===== config.mk =====
export PLATFORM = sky130hd
export DESIGN_NAME = lqta_top
export DESIGN_NICKNAME = d
export VERILOG_FILES = /design/src/design/lqta_pkg.sv /design/src/design/lqta_top.sv
export SDC_FILE = /design/constraint.sdc
export NUM_CORES = 1
export LEC_CHECK = 0
export BUFFER_PORTS_ARGS = -buffer_cell sky130_fd_sc_hd__clkbuf_2
export CAP_MARGIN = 20
export CORE_MARGIN = 2
export CORE_UTILIZATION = 58
export DETAILED_ROUTE_END_ITERATION = 8
export PLACE_DENSITY = 0.8
export SETUP_SLACK_MARGIN = 0.02
export SYNTH_ARGS = -nofsm -noshare
export SYNTH_HDL_FRONTEND = slang
export SYNTH_SLANG_ARGS = --single-unit

===== constraint.sdc =====
create_clock -name clock_i -period 2.05 [get_ports clock_i]
set_input_delay 0.41 -clock clock_i [delete_from_list [all_inputs] [get_ports clock_i]]
set_output_delay 0.41 -clock clock_i [all_outputs]
set_load 0.005 [all_outputs]

===== src/design/lqta_pkg.sv =====
package lqta_pkg;
    // register location on the management port
    localparam logic [4:0] LINK_QUALITY_DATA_ADDR = 5'h1e;
    localparam logic [15:0] LINK_QUALITY_DATA_RESET = 16'h0000;
    // field positions inside link_quality_data
    localparam int SAMPLE_BIT = 13;
    localparam int WRITE_STROBE_BIT = 12;
    localparam int PARAM_SEL_MSB = 11;
    localparam int PARAM_SEL_LSB = 9;
    localparam int BOUND_SEL_BIT = 8;
    localparam int VALUE_MSB = 7;
    localparam int VALUE_LSB = 0;
    // sizes
    localparam int VALUE_W = 8;
    localparam int SEL_W = 3;
    localparam int IDX_W = 4;
    localparam int NUM_PARAM = 5;
    localparam int NUM_ENTRY = 10;
    localparam int NUM_WARN = 10;
    localparam logic [7:0] THRESHOLD_RESET = 8'h00;
    // parameter selector codes
    localparam logic [2:0] SEL_EQUALIZER = 3'h0;
    localparam logic [2:0] SEL_GAIN = 3'h1;
    localparam logic [2:0] SEL_BASELINE = 3'h2;
    localparam logic [2:0] SEL_FREQ_OFFSET = 3'h3;
    localparam logic [2:0] SEL_FREQ_CONTROL = 3'h4;
    // bound selector codes
    localparam logic BOUND_LOW = 1'b0;
    localparam logic BOUND_HIGH = 1'b1;
endpackage


===== src/design/lqta_top.sv =====
// Operation
// - bits 15:14 ignore writes, read zero
// - sample bit captures selected live parameter value
// - write strobe stores data into addressed threshold
// - write strobe self-clears, always reads zero
// - selector codes pick one of five parameters
// - one selector serves sampling and threshold access
// - bound bit picks low or high threshold
// - sampling off: written data becomes threshold
// - sampling off: read returns addressed threshold
// - sampling on: read returns frozen captured value
// - no threshold updates while powered down
// - threshold crossing sets warning, optional interrupt
// - monitor runs only enabled with 100 Mb link
`timescale 1ns/10ps
`default_nettype none
module lqta_top (
    input wire logic clock_i,
    input wire logic nrst_i,
    input wire logic [4:0] reg_addr_i,
    input wire logic reg_wr_i,
    input wire logic reg_rd_i,
    input wire logic [15:0] reg_wdata_i,
    output logic [15:0] reg_rdata_o,
    output logic reg_rvalid_o,
    input wire logic [7:0] equalizer_first_coefficient_i,
    input wire logic [7:0] gain_control_value_i,
    input wire logic [7:0] baseline_wander_value_i,
    input wire logic [7:0] freq_offset_value_i,
    input wire logic [7:0] freq_control_value_i,
    input wire logic power_down_i,
    input wire logic link_100_valid_i,
    input wire logic monitor_enable_i,
    input wire logic interrupt_enable_i,
    input wire logic warn_clear_i,
    output logic [9:0] warning_o,
    output logic interrupt_o
);

    // entry index from parameter and bound selectors
    function automatic logic [lqta_pkg::IDX_W-1:0] entry_index(
        input logic [lqta_pkg::SEL_W-1:0] sel,
        input logic bound
    );
        entry_index = {sel, bound};
    endfunction

    // selector addresses an existing parameter
    function automatic logic sel_valid(input logic [lqta_pkg::SEL_W-1:0] sel);
        sel_valid = (sel <= lqta_pkg::SEL_FREQ_CONTROL);
    endfunction

    // register fields
    logic sample_en;
    logic [2:0] param_sel;
    logic bound_sel;
    logic [7:0] sampled_value;
    logic [7:0] threshold [0:lqta_pkg::NUM_ENTRY-1];
    logic [9:0] warn;

    // live parameter values by selector code
    logic [7:0] live [0:lqta_pkg::NUM_PARAM-1];
    assign live[lqta_pkg::SEL_EQUALIZER] = equalizer_first_coefficient_i;
    assign live[lqta_pkg::SEL_GAIN] = gain_control_value_i;
    assign live[lqta_pkg::SEL_BASELINE] = baseline_wander_value_i;
    assign live[lqta_pkg::SEL_FREQ_OFFSET] = freq_offset_value_i;
    assign live[lqta_pkg::SEL_FREQ_CONTROL] = freq_control_value_i;

    // write decode, fields of the incoming word
    wire hit = (reg_addr_i == lqta_pkg::LINK_QUALITY_DATA_ADDR);
    wire wr_hit = reg_wr_i && hit;
    wire rd_hit = reg_rd_i && hit;
    wire w_sample = reg_wdata_i[lqta_pkg::SAMPLE_BIT];
    wire w_strobe = reg_wdata_i[lqta_pkg::WRITE_STROBE_BIT];
    wire [2:0] w_sel = reg_wdata_i[lqta_pkg::PARAM_SEL_MSB:lqta_pkg::PARAM_SEL_LSB];
    wire w_bound = reg_wdata_i[lqta_pkg::BOUND_SEL_BIT];
    wire [7:0] w_value = reg_wdata_i[lqta_pkg::VALUE_MSB:lqta_pkg::VALUE_LSB];
    wire [3:0] w_idx = entry_index(w_sel, w_bound);
    wire [3:0] r_idx = entry_index(param_sel, bound_sel);

    // threshold store only with sampling off, valid selector and powered up
    wire thr_write = wr_hit && w_strobe && !w_sample && sel_valid(w_sel)
                     && !power_down_i;
    // capture on every write that asks for a sample
    wire capture = wr_hit && w_sample;
    wire [7:0] capture_value = sel_valid(w_sel) ? live[w_sel] : 8'h00;

    // read data of the addressed threshold entry
    wire [7:0] thr_read = sel_valid(param_sel) ? threshold[r_idx] : 8'h00;
    wire [7:0] read_value = sample_en ? sampled_value : thr_read;
    wire [15:0] read_word = {2'h0,
                             sample_en,
                             1'b0,
                             param_sel,
                             bound_sel,
                             read_value};

    // control fields; reserved bits and the strobe are never stored
    always_ff @(posedge clock_i or negedge nrst_i) begin
        if (!nrst_i) begin
            sample_en <= lqta_pkg::LINK_QUALITY_DATA_RESET[lqta_pkg::SAMPLE_BIT];
            param_sel <= lqta_pkg::LINK_QUALITY_DATA_RESET[lqta_pkg::PARAM_SEL_MSB:
                                                          lqta_pkg::PARAM_SEL_LSB];
            bound_sel <= lqta_pkg::LINK_QUALITY_DATA_RESET[lqta_pkg::BOUND_SEL_BIT];
        end else if (wr_hit) begin
            sample_en <= w_sample;
            param_sel <= w_sel;
            bound_sel <= w_bound;
        end
    end

    // captured value stays frozen until the next sample request
    always_ff @(posedge clock_i or negedge nrst_i) begin
        if (!nrst_i) begin
            sampled_value <= lqta_pkg::THRESHOLD_RESET;
        end else if (capture) begin
            sampled_value <= capture_value;
        end
    end

    // ten threshold entries
    always_ff @(posedge clock_i or negedge nrst_i) begin
        if (!nrst_i) begin
            for (int i = 0; i < lqta_pkg::NUM_ENTRY; i++) begin
                threshold[i] <= lqta_pkg::THRESHOLD_RESET;
            end
        end else if (thr_write) begin
            threshold[w_idx] <= w_value;
        end
    end

    // read port: one cycle answer, unmapped address reads zero
    always_ff @(posedge clock_i or negedge nrst_i) begin
        if (!nrst_i) begin
            reg_rdata_o <= lqta_pkg::LINK_QUALITY_DATA_RESET;
            reg_rvalid_o <= 1'b0;
        end else begin
            reg_rdata_o <= rd_hit ? read_word : 16'h0000;
            reg_rvalid_o <= reg_rd_i;
        end
    end

    // monitoring qualified by enable and a valid 100 Mb link
    wire monitor_active = monitor_enable_i && link_100_valid_i;

    // compare each live value against its low and high entries
    logic [9:0] crossing;
    always_comb begin
        crossing = 10'h000;
        for (int p = 0; p < lqta_pkg::NUM_PARAM; p++) begin
            crossing[2 * p] = live[p] < threshold[2 * p];
            crossing[2 * p + 1] = live[p] > threshold[2 * p + 1];
        end
    end
    wire [9:0] warn_set = monitor_active ? crossing : 10'h000;

    // sticky warnings, a new crossing beats a clear in the same cycle
    always_ff @(posedge clock_i or negedge nrst_i) begin
        if (!nrst_i) begin
            warn <= 10'h000;
        end else begin
            warn <= warn_set | (warn_clear_i ? 10'h000 : warn);
        end
    end
    assign warning_o = warn;

    // interrupt while any warning stands and interrupts are enabled
    always_ff @(posedge clock_i or negedge nrst_i) begin
        if (!nrst_i) begin
            interrupt_o <= 1'b0;
        end else begin
            interrupt_o <= interrupt_enable_i && (|(warn_set | (warn_clear_i ? 10'h000 : warn)));
        end
    end

endmodule
`default_nettype wire


==> qor.csv, run 1 <==
stage,metric,value,unit
logic_synthesis,synth-async-reset-ratio,100,%
clocking,cts_buffers,17,
sta,relSlewSlack,58.0,%
clocking,clk_pin_slew,0.05,ns
logic_synthesis,syn_inst,640,
critical_path,crit_fanout,3,
global_route,grt_pass1_wl,33200,um
route,route.vias.total,6194,
sta,rsz0062_at_grt,true,
floorplanning,rows,40,
critical_path,crit_buf_inv,1,
route,first_iter_violations,519,
floorplanning,die_w,116,um
clocking,cts_sinks,118,
route,wirelength,21900,um
critical_path,cpPeakStageDelay,0.54,ns
status,status,completed,
layout,multi_input_area,0.00418,mm^2
placement,place_congestion,0.932,
floorplanning,die_area,0.0135,mm^2
layout,drive_gt1_share,43.3,%
layout,regArea,0.00295,mm^2
logic_synthesis,ys.flop_type,dfrtp_1,
floorplanning,core_region_area,0.0122,mm^2
pwr,vdd_ir_drop_max,0.517,mV
logic_synthesis,netlist_area,0.00730,mm^2
layout,fill_cells,735,
route,wl_per_cell,21.9,um
route,drcViolationCount,0,
sta,skew,0.00731,ns
placement,place_hpwl,15900,um
logic_synthesis,synth_edf_count,0,
global_route,grt_max_degree,42,
global_route,antenna_found_initial,0,
critical_path,crit_chain,inv_1 -> ha_1 -> nand4_1 -> a2111oi_1 -> a221o_1 -> nor3_2 -> a41oi_2,
clocking,clock_latency,0.43,ns
clocking,cts_max_level,4,
floorplanning,ios,98,
pwr,total_power,0.00638,W
floorplanning,initial_core_util,60.0,%
sta,worst_slew_pin_slew,0.629,ns
global_route,grt.total_usage,33.4,%
sta,period_minus_slack,2.01,ns
critical_path,slowest_stage,a2111oi_1,
critical_path,arrival,2.36,ns
hold_path,hold_class,input pin to register,
layout,nNetsFinal,965,
critical_path,cp_data_required_time,2.39,ns
sta,final.period_utilization,98.2,%
layout,n_antenna_cell,0,
placement,io_buffers,92,
pwr,leakage,4.52,nW
sta,max_freq,0.497,GHz
route,vias_per_cell,6.20,
layout,areaGrowthSynthToFinish,30.5,%
critical_path,end_kind,register,
sta,setup_viol,0,
pwr,powerDensity,670,mW/mm^2
global_route,grt_overflow_total,0,
logic_synthesis,synth-seq-cells,118,
clocking,cts_tree,built,
clocking,cts.path.max_buffers,2,
route,postRouteAntennaNets,0,
logic_synthesis,yosys_warnings,0,
sta,tns,0,ns
global_route,grt_pass1_vias,6471,
sta,drv_slew,0,
clocking,root_buffer,clkbuf_16,
route,dr.pass1.iters,6,
logic_synthesis,synth.avg_cell_area,11.4,um^2
floorplanning,die_h,116,um
sta,hold_viol_final,0,
logic_synthesis,yosysSeqAreaShare,40.4,%
logic_synthesis,ys_types,50,
critical_path,crit_type,register to register,
critical_path,critPathLaunchType,register,
critical_path,crit_family,compound AO/OA/AOI/OAI gates,
flow_run,maxCapViolCount,0,
==> logic make-up (layout without fill, tap and decap cells) <==
logic type	count (synthesis)	in the layout	share of synthesized area [%]
AOI/OAI and AO/OA	111	111	9.99
buffers and inverters	107	296	5.79
adders and majority gates	75	75	12.9
DFF	118	118	40.4
and+or+nand+nor	109	109	9.01
muxes	119	119	21.9
other	1	3	0.0514
==> state kept, by name, indices dropped and copies added (netlist names) <==
register	flops
bound_sel	1
interrupt_o	1
param_sel	3
reg_rdata_o	13
reg_rvalid_o	1
sample_en	1
sampled_value	8
threshold	80
warning_o	10
==> metrics by stage <==
step / cells / utilization, % / hold slack, ns / setup slack [ns] / area [um^2]
floorplan: 642 / - / 0.114 / -0.0821 / 7350
global placement: 962 / 71.4 / 0.442 / -0.184 / 8680
detailed placement: 962 / 71.4 / 0.446 / -0.315 / 8680
CTS: 994 / 76.7 / 0.153 / 0.0274 / 9330
global route: 999 / 78.3 / 0.169 / -0.0549 / 9530
finish: 999 / 78.3 / 0.171 / 0.0362 / 9530
==> synth_stat cells, types with 3 or more instances <==
library cell	instances	area, um^2
nand2_1	30	113
mux2i_1	12	120
nand2b_1	4	25.0
buf_2	8	40.0
a21oi_1	33	165
a22oi_1	8	60.1
o211ai_1	6	45.0
nor3b_4	3	56.3
mux2_2	83	935
a211oi_1	10	75.1
a221o_1	4	40.0
a2111oi_0	7	61.3
nor3_1	5	25.0
nand4_1	8	50.1
a21o_1	3	22.5
a22o_1	6	52.6
nor2b_1	10	62.6
o21ai_0	22	110
nand3_1	4	20.0
and3_1	8	50.1
buf_4	3	22.5
dfrtp_1	118	2950
nor2_1	19	71.3
clkbuf_1	11	41.3
ha_1	75	938
mux4_2	24	541
and4_1	5	43.8
inv_1	84	315
==> power by group <==
part | switching, W | internal [W] | leakage (nW)
clock | 0.00105 | 0.00185 | 0.283
combinational | 0.000535 | 0.000453 | 2.61
sequential | 0.0000907 | 0.00239 | 1.63
==> path summary, 6_finish.rpt <==
path	from	end	slack, ns	depth (start not counted)
max in group asynchronous	nrst_i	threshold[61]	0.88	3
max reg2reg	threshold[37]	interrupt_o	0.04	7
min	reg_rd_i	reg_rvalid_o	0.17	1
min in group asynchronous	nrst_i	sampled_value[6]	0.54	2
min reg2reg	sampled_value[5]	sampled_value[5]	0.50	2
max	threshold[37]	interrupt_o	0.04	7
==> worst reg2reg max path: cells and delay by family (launching register included) <==
kind	cells	cell delay [ns]
AOI/OAI and AO/OA	3	0.95
DFF	1	0.37
adders and majority gates	1	0.32
and+or+nand+nor	2	0.22
buffers and inverters	1	0.07
==> layout by cell type (no fill, tap or decap), drive strengths merged, types with 20 or more instances in the layout <==
| cell type | n |
|---|---|
| nand2 | 30 |
| ha | 75 |
| mux2 | 83 |
| mux4 | 24 |
| buf | 90 |
| clkbuf | 111 |
| a21oi | 33 |
| inv | 84 |
| dfrtp | 118 |
| nor2 | 20 |
| o21ai | 22 |
==> timing repair <==
| action | 4_1_cts | 5_1_grt |
|---|---|---|
| setup buffers | 2 | 6 |
| hold buffers | 1 | 0 |
| cloned | 0 | 0 |
| gates resized for setup | 13 | 28 |
| hold endpoints to repair | 4 | 0 |
| setup endpoints to repair | 1 | 2 |
| pin swaps | 5 | 13 |
==> area by class of cell <==
type / instances / area share [%]
inverters: 84 / 3.31
well taps: 168 / 2.21
clock inverters: 10 / 1.10
repair buffers: 182 / 13.6
flip-flops and latches: 118 / 31.0
clock buffers: 20 / 4.90
multi-input cells: 417 / 43.9
==> layer usage <==
metal,up-vias,share of wire (%),track usage [%]
li1,2695,-,-
met5,-,0,0
met3,115,8.5,7.27
met1,3048,37,39.5
met2,336,49,56.8
met4,0,5.8,19.0
No activity file was read; power rests on OpenSTA's default activity.
==> inputs of run 2 (changes only) <==
clock period = 2 ns   (was 2.05 ns; I/O delays follow)
==> run 2 against run 1 <==
  * The run now ends with negative setup slack left
  * Fmax shrank 5.8%
  * Count of clock-buffer cells in the layout shrank 2
  * Worst setup slack lost 0.17 ns
  * Sequential share of layout area shrank 0.23 points
  * Critical endpoint unchanged
  * Flip-flop and latch count is the same
==> qor.csv, run 2 (synthesized netlist as in run 1, its figures left out) <==
stage,metric,value,unit,change
sta,setup_ws,-0.137,ns,was 0.0362 ns
route,drcViolationCount,0,,unchanged
layout,final_cells,1004,,was 999
critical_path,r2r_start,threshold[17],,was threshold[37]
placement,io_buffers,92,,unchanged
hold_path,min_from,reg_rd_i,,unchanged
route,route.vias.total,6163,,was 6194
critical_path,crit_fanout,3,,unchanged
pwr,total_power,0.00686,W,was 0.00638 W
status,status,"finished, violations left",,was completed
clocking,cts_sinks,118,,unchanged
sta,hold_viol_final,0,,unchanged
pwr,powerDensity,715,mW/mm^2,was 670 mW/mm^2
sta,drv_slew,0,,unchanged
critical_path,end_kind,register,,unchanged
critical_path,reg2reg_depth,9,,was 7
route,wirelength,22200,um,was 21900 um
global_route,grt_overflow_total,0,,unchanged
layout,mostFrequentLayoutCells,"dfrtp_1 (118), clkbuf_2 (91), inv_1 (82)",,"was dfrtp_1 (118), clkbuf_2 (91), inv_1 (79)"
layout,areaGrowthSynthToFinish,31.4,%,was 30.5%
clocking,clk_pin_slew,0.06,ns,was 0.05 ns
global_route,grt_pass1_vias,6571,,was 6471
pwr,intPower,0.00505,W,was 0.00470 W
critical_path,crit_type,register to register,,unchanged
layout,n_antenna_cell,0,,unchanged
clocking,cts_max_level,4,,unchanged
pwr,swShare,26.4,%,was 26.3%
critical_path,critPathLaunchType,register,,unchanged
pwr,power_frac_clock,48.0,%,was 45.5%
sta,final.period_utilization,107,%,was 98.2%
hold_path,hold_class,input pin to register,,unchanged
hold_path,whs_endpoint,reg_rvalid_o,,unchanged
pwr,p_seq_share,37.1,%,was 39.0%
pwr,p_switching,0.00181,W,was 0.00168 W
layout,nNetsFinal,968,,was 965
layout,drive_gt1_share,42.0,%,was 43.3%
clocking,cts.path.max_buffers,2,,unchanged
floorplanning,initial_core_util,60.0,%,unchanged
clocking,root_buffer,clkbuf_16,,unchanged
route,wl_per_cell,22.1,um,was 21.9 um
clocking,clock_latency,0.42,ns,was 0.43 ns
sta,rsz0062_at_grt,true,,unchanged
route,first_iter_violations,664,,was 519
sta,relSlewSlack,51.3,%,was 58.0%
route,dr.pass1.iters,6,,unchanged
placement,place_hpwl,16200,um,was 15900 um
flow_run,maxCapViolCount,0,,unchanged
sta,skew,0.00754,ns,was 0.00731 ns
layout,final_common_cell,dfrtp_1,,unchanged
critical_path,arrival,2.41,ns,was 2.36 ns
sta,worst_slew_pin_slew,0.730,ns,was 0.629 ns
global_route,grt.total_usage,34.5,%,was 33.4%
floorplanning,die_w,116,um,unchanged
placement,place_inst,966,,was 962
sta,max_freq,0.468,GHz,was 0.497 GHz
floorplanning,die_area,0.0135,mm^2,unchanged
critical_path,r2r_slack,-0.14,ns,was 0.04 ns
pwr,combPwrFrac,14.8,%,was 15.5%
critical_path,rr_endpoint,interrupt_o,,unchanged
floorplanning,core_region_area,0.0122,mm^2,unchanged
pwr,vdd_ir_drop_max,0.564,mV,was 0.517 mV
clocking,cts_buffers,17,,unchanged
floorplanning,rows,40,,unchanged
pwr,leakage,4.57,nW,was 4.52 nW
placement,dp_slack,-0.343,ns,was -0.315 ns
global_route,antenna_found_initial,0,,unchanged
clocking,cts_tree,built,,unchanged
floorplanning,die_h,116,um,unchanged
sta,period_minus_slack,2.14,ns,was 2.01 ns
floorplanning,ios,98,,unchanged
status,violations,negative setup slack,,
sta,setup_viol,1,,was 0
global_route,grt_pass1_wl,34100,um,was 33200 um
sta,holdWs,0.163,ns,was 0.171 ns
route,postRouteAntennaNets,0,,unchanged
layout,largest_reg_flops,80,,unchanged
layout,largest-register,threshold,,unchanged
placement,place_congestion,0.937,,was 0.932
global_route,grt_max_degree,34,,was 42
route,vias_per_cell,6.14,,was 6.20
hold_path,worstHoldPathCells,1,,unchanged
critical_path,cp_data_required_time,2.27,ns,was 2.39 ns
-- run 2: timing repair --
| action | in CTS | in global routing |
|---|---|---|
| hold buffers | 1 | 0 |
| endpoints found under the setup margin | 2 | 9 |
| pin swaps | 4 | 11 |
| endpoints found under the hold margin | 27 | 0 |
| resized for setup | 9 | 13 |
| setup buffers | 1 | 5 |
-- run 2: critical path, cell delays in order (launching register included) --
cell and delay (ns):
dfrtp_1 0.39, inv_1 0.10, ha_4 0.20, nor2b_1 0.12
o211ai_1 0.25, a2111oi_2 0.11, a41oi_1 0.23, buf_4 0.17
nor4b_4 0.24, a41oi_2 0.17
-- run 2: per-layer routing --
layer | GRT usage (%) | routed length (um) | share of wire [%] | vias to the layer above
li1 | - | - | - | 2696
met1 | 40.9 | 8360 | 38 | 3016
met2 | 59.3 | 11200 | 51 | 347
met3 | 7.27 | 1580 | 7.1 | 104
met4 | 18.6 | 1020 | 4.6 | 0
met5 | 0 | 0 | 0 | -
-- run 2: how the worst max path moves through the flow --
stage / depth (start not counted) / from / end / slack (ns)
global placement: 9 / reg_addr_i[0] / threshold[23] / -0.22
floorplan: 6 / reg_addr_i[1] / threshold[72] / -0.12
finish: 9 / threshold[17] / interrupt_o / -0.14
CTS: 8 / threshold[65] / interrupt_o / -0.07
detailed placement: 8 / reg_addr_i[0] / threshold[77] / -0.34
global route: 9 / threshold[17] / interrupt_o / -0.20
-- run 2: through the flow --
step / area (um^2) / setup TNS (ns) / util, %
after global placement: 8800 / -11.92 / 72.4
final: 9600 / -0.137 / 78.9
after floorplan: 7450 / -3.43 / -
after detailed placement: 8800 / -18.20 / 72.4
after global routing: 9600 / -0.201 / 78.9
after CTS: 9500 / -0.0700 / 78.1
-- run 2: layout make-up --
cell class              count  area (um^2)
clock inverters            14          200
fillers                   749         2570
inverters                  84          315
clock buffers              18          439
repair buffers            185         1310
well taps                 168          210
flip-flops and latches    118         2950
multi-input cells         417         4160
-- run 2: power by group through the flow --
stage | clock network (W) | logic [W] | registers (W)
6_report | 0.00330 | 0.00102 | 0.00255
3_3_place_gp | 0 | 0.000894 | 0.00257
4_1_cts | 0.00331 | 0.000967 | 0.00254
3_5_place_dp | 0 | 0.000938 | 0.00258
2_1_floorplan | 0 | 0.000494 | 0.00253
5_1_grt | 0.00343 | 0.00109 | 0.00255
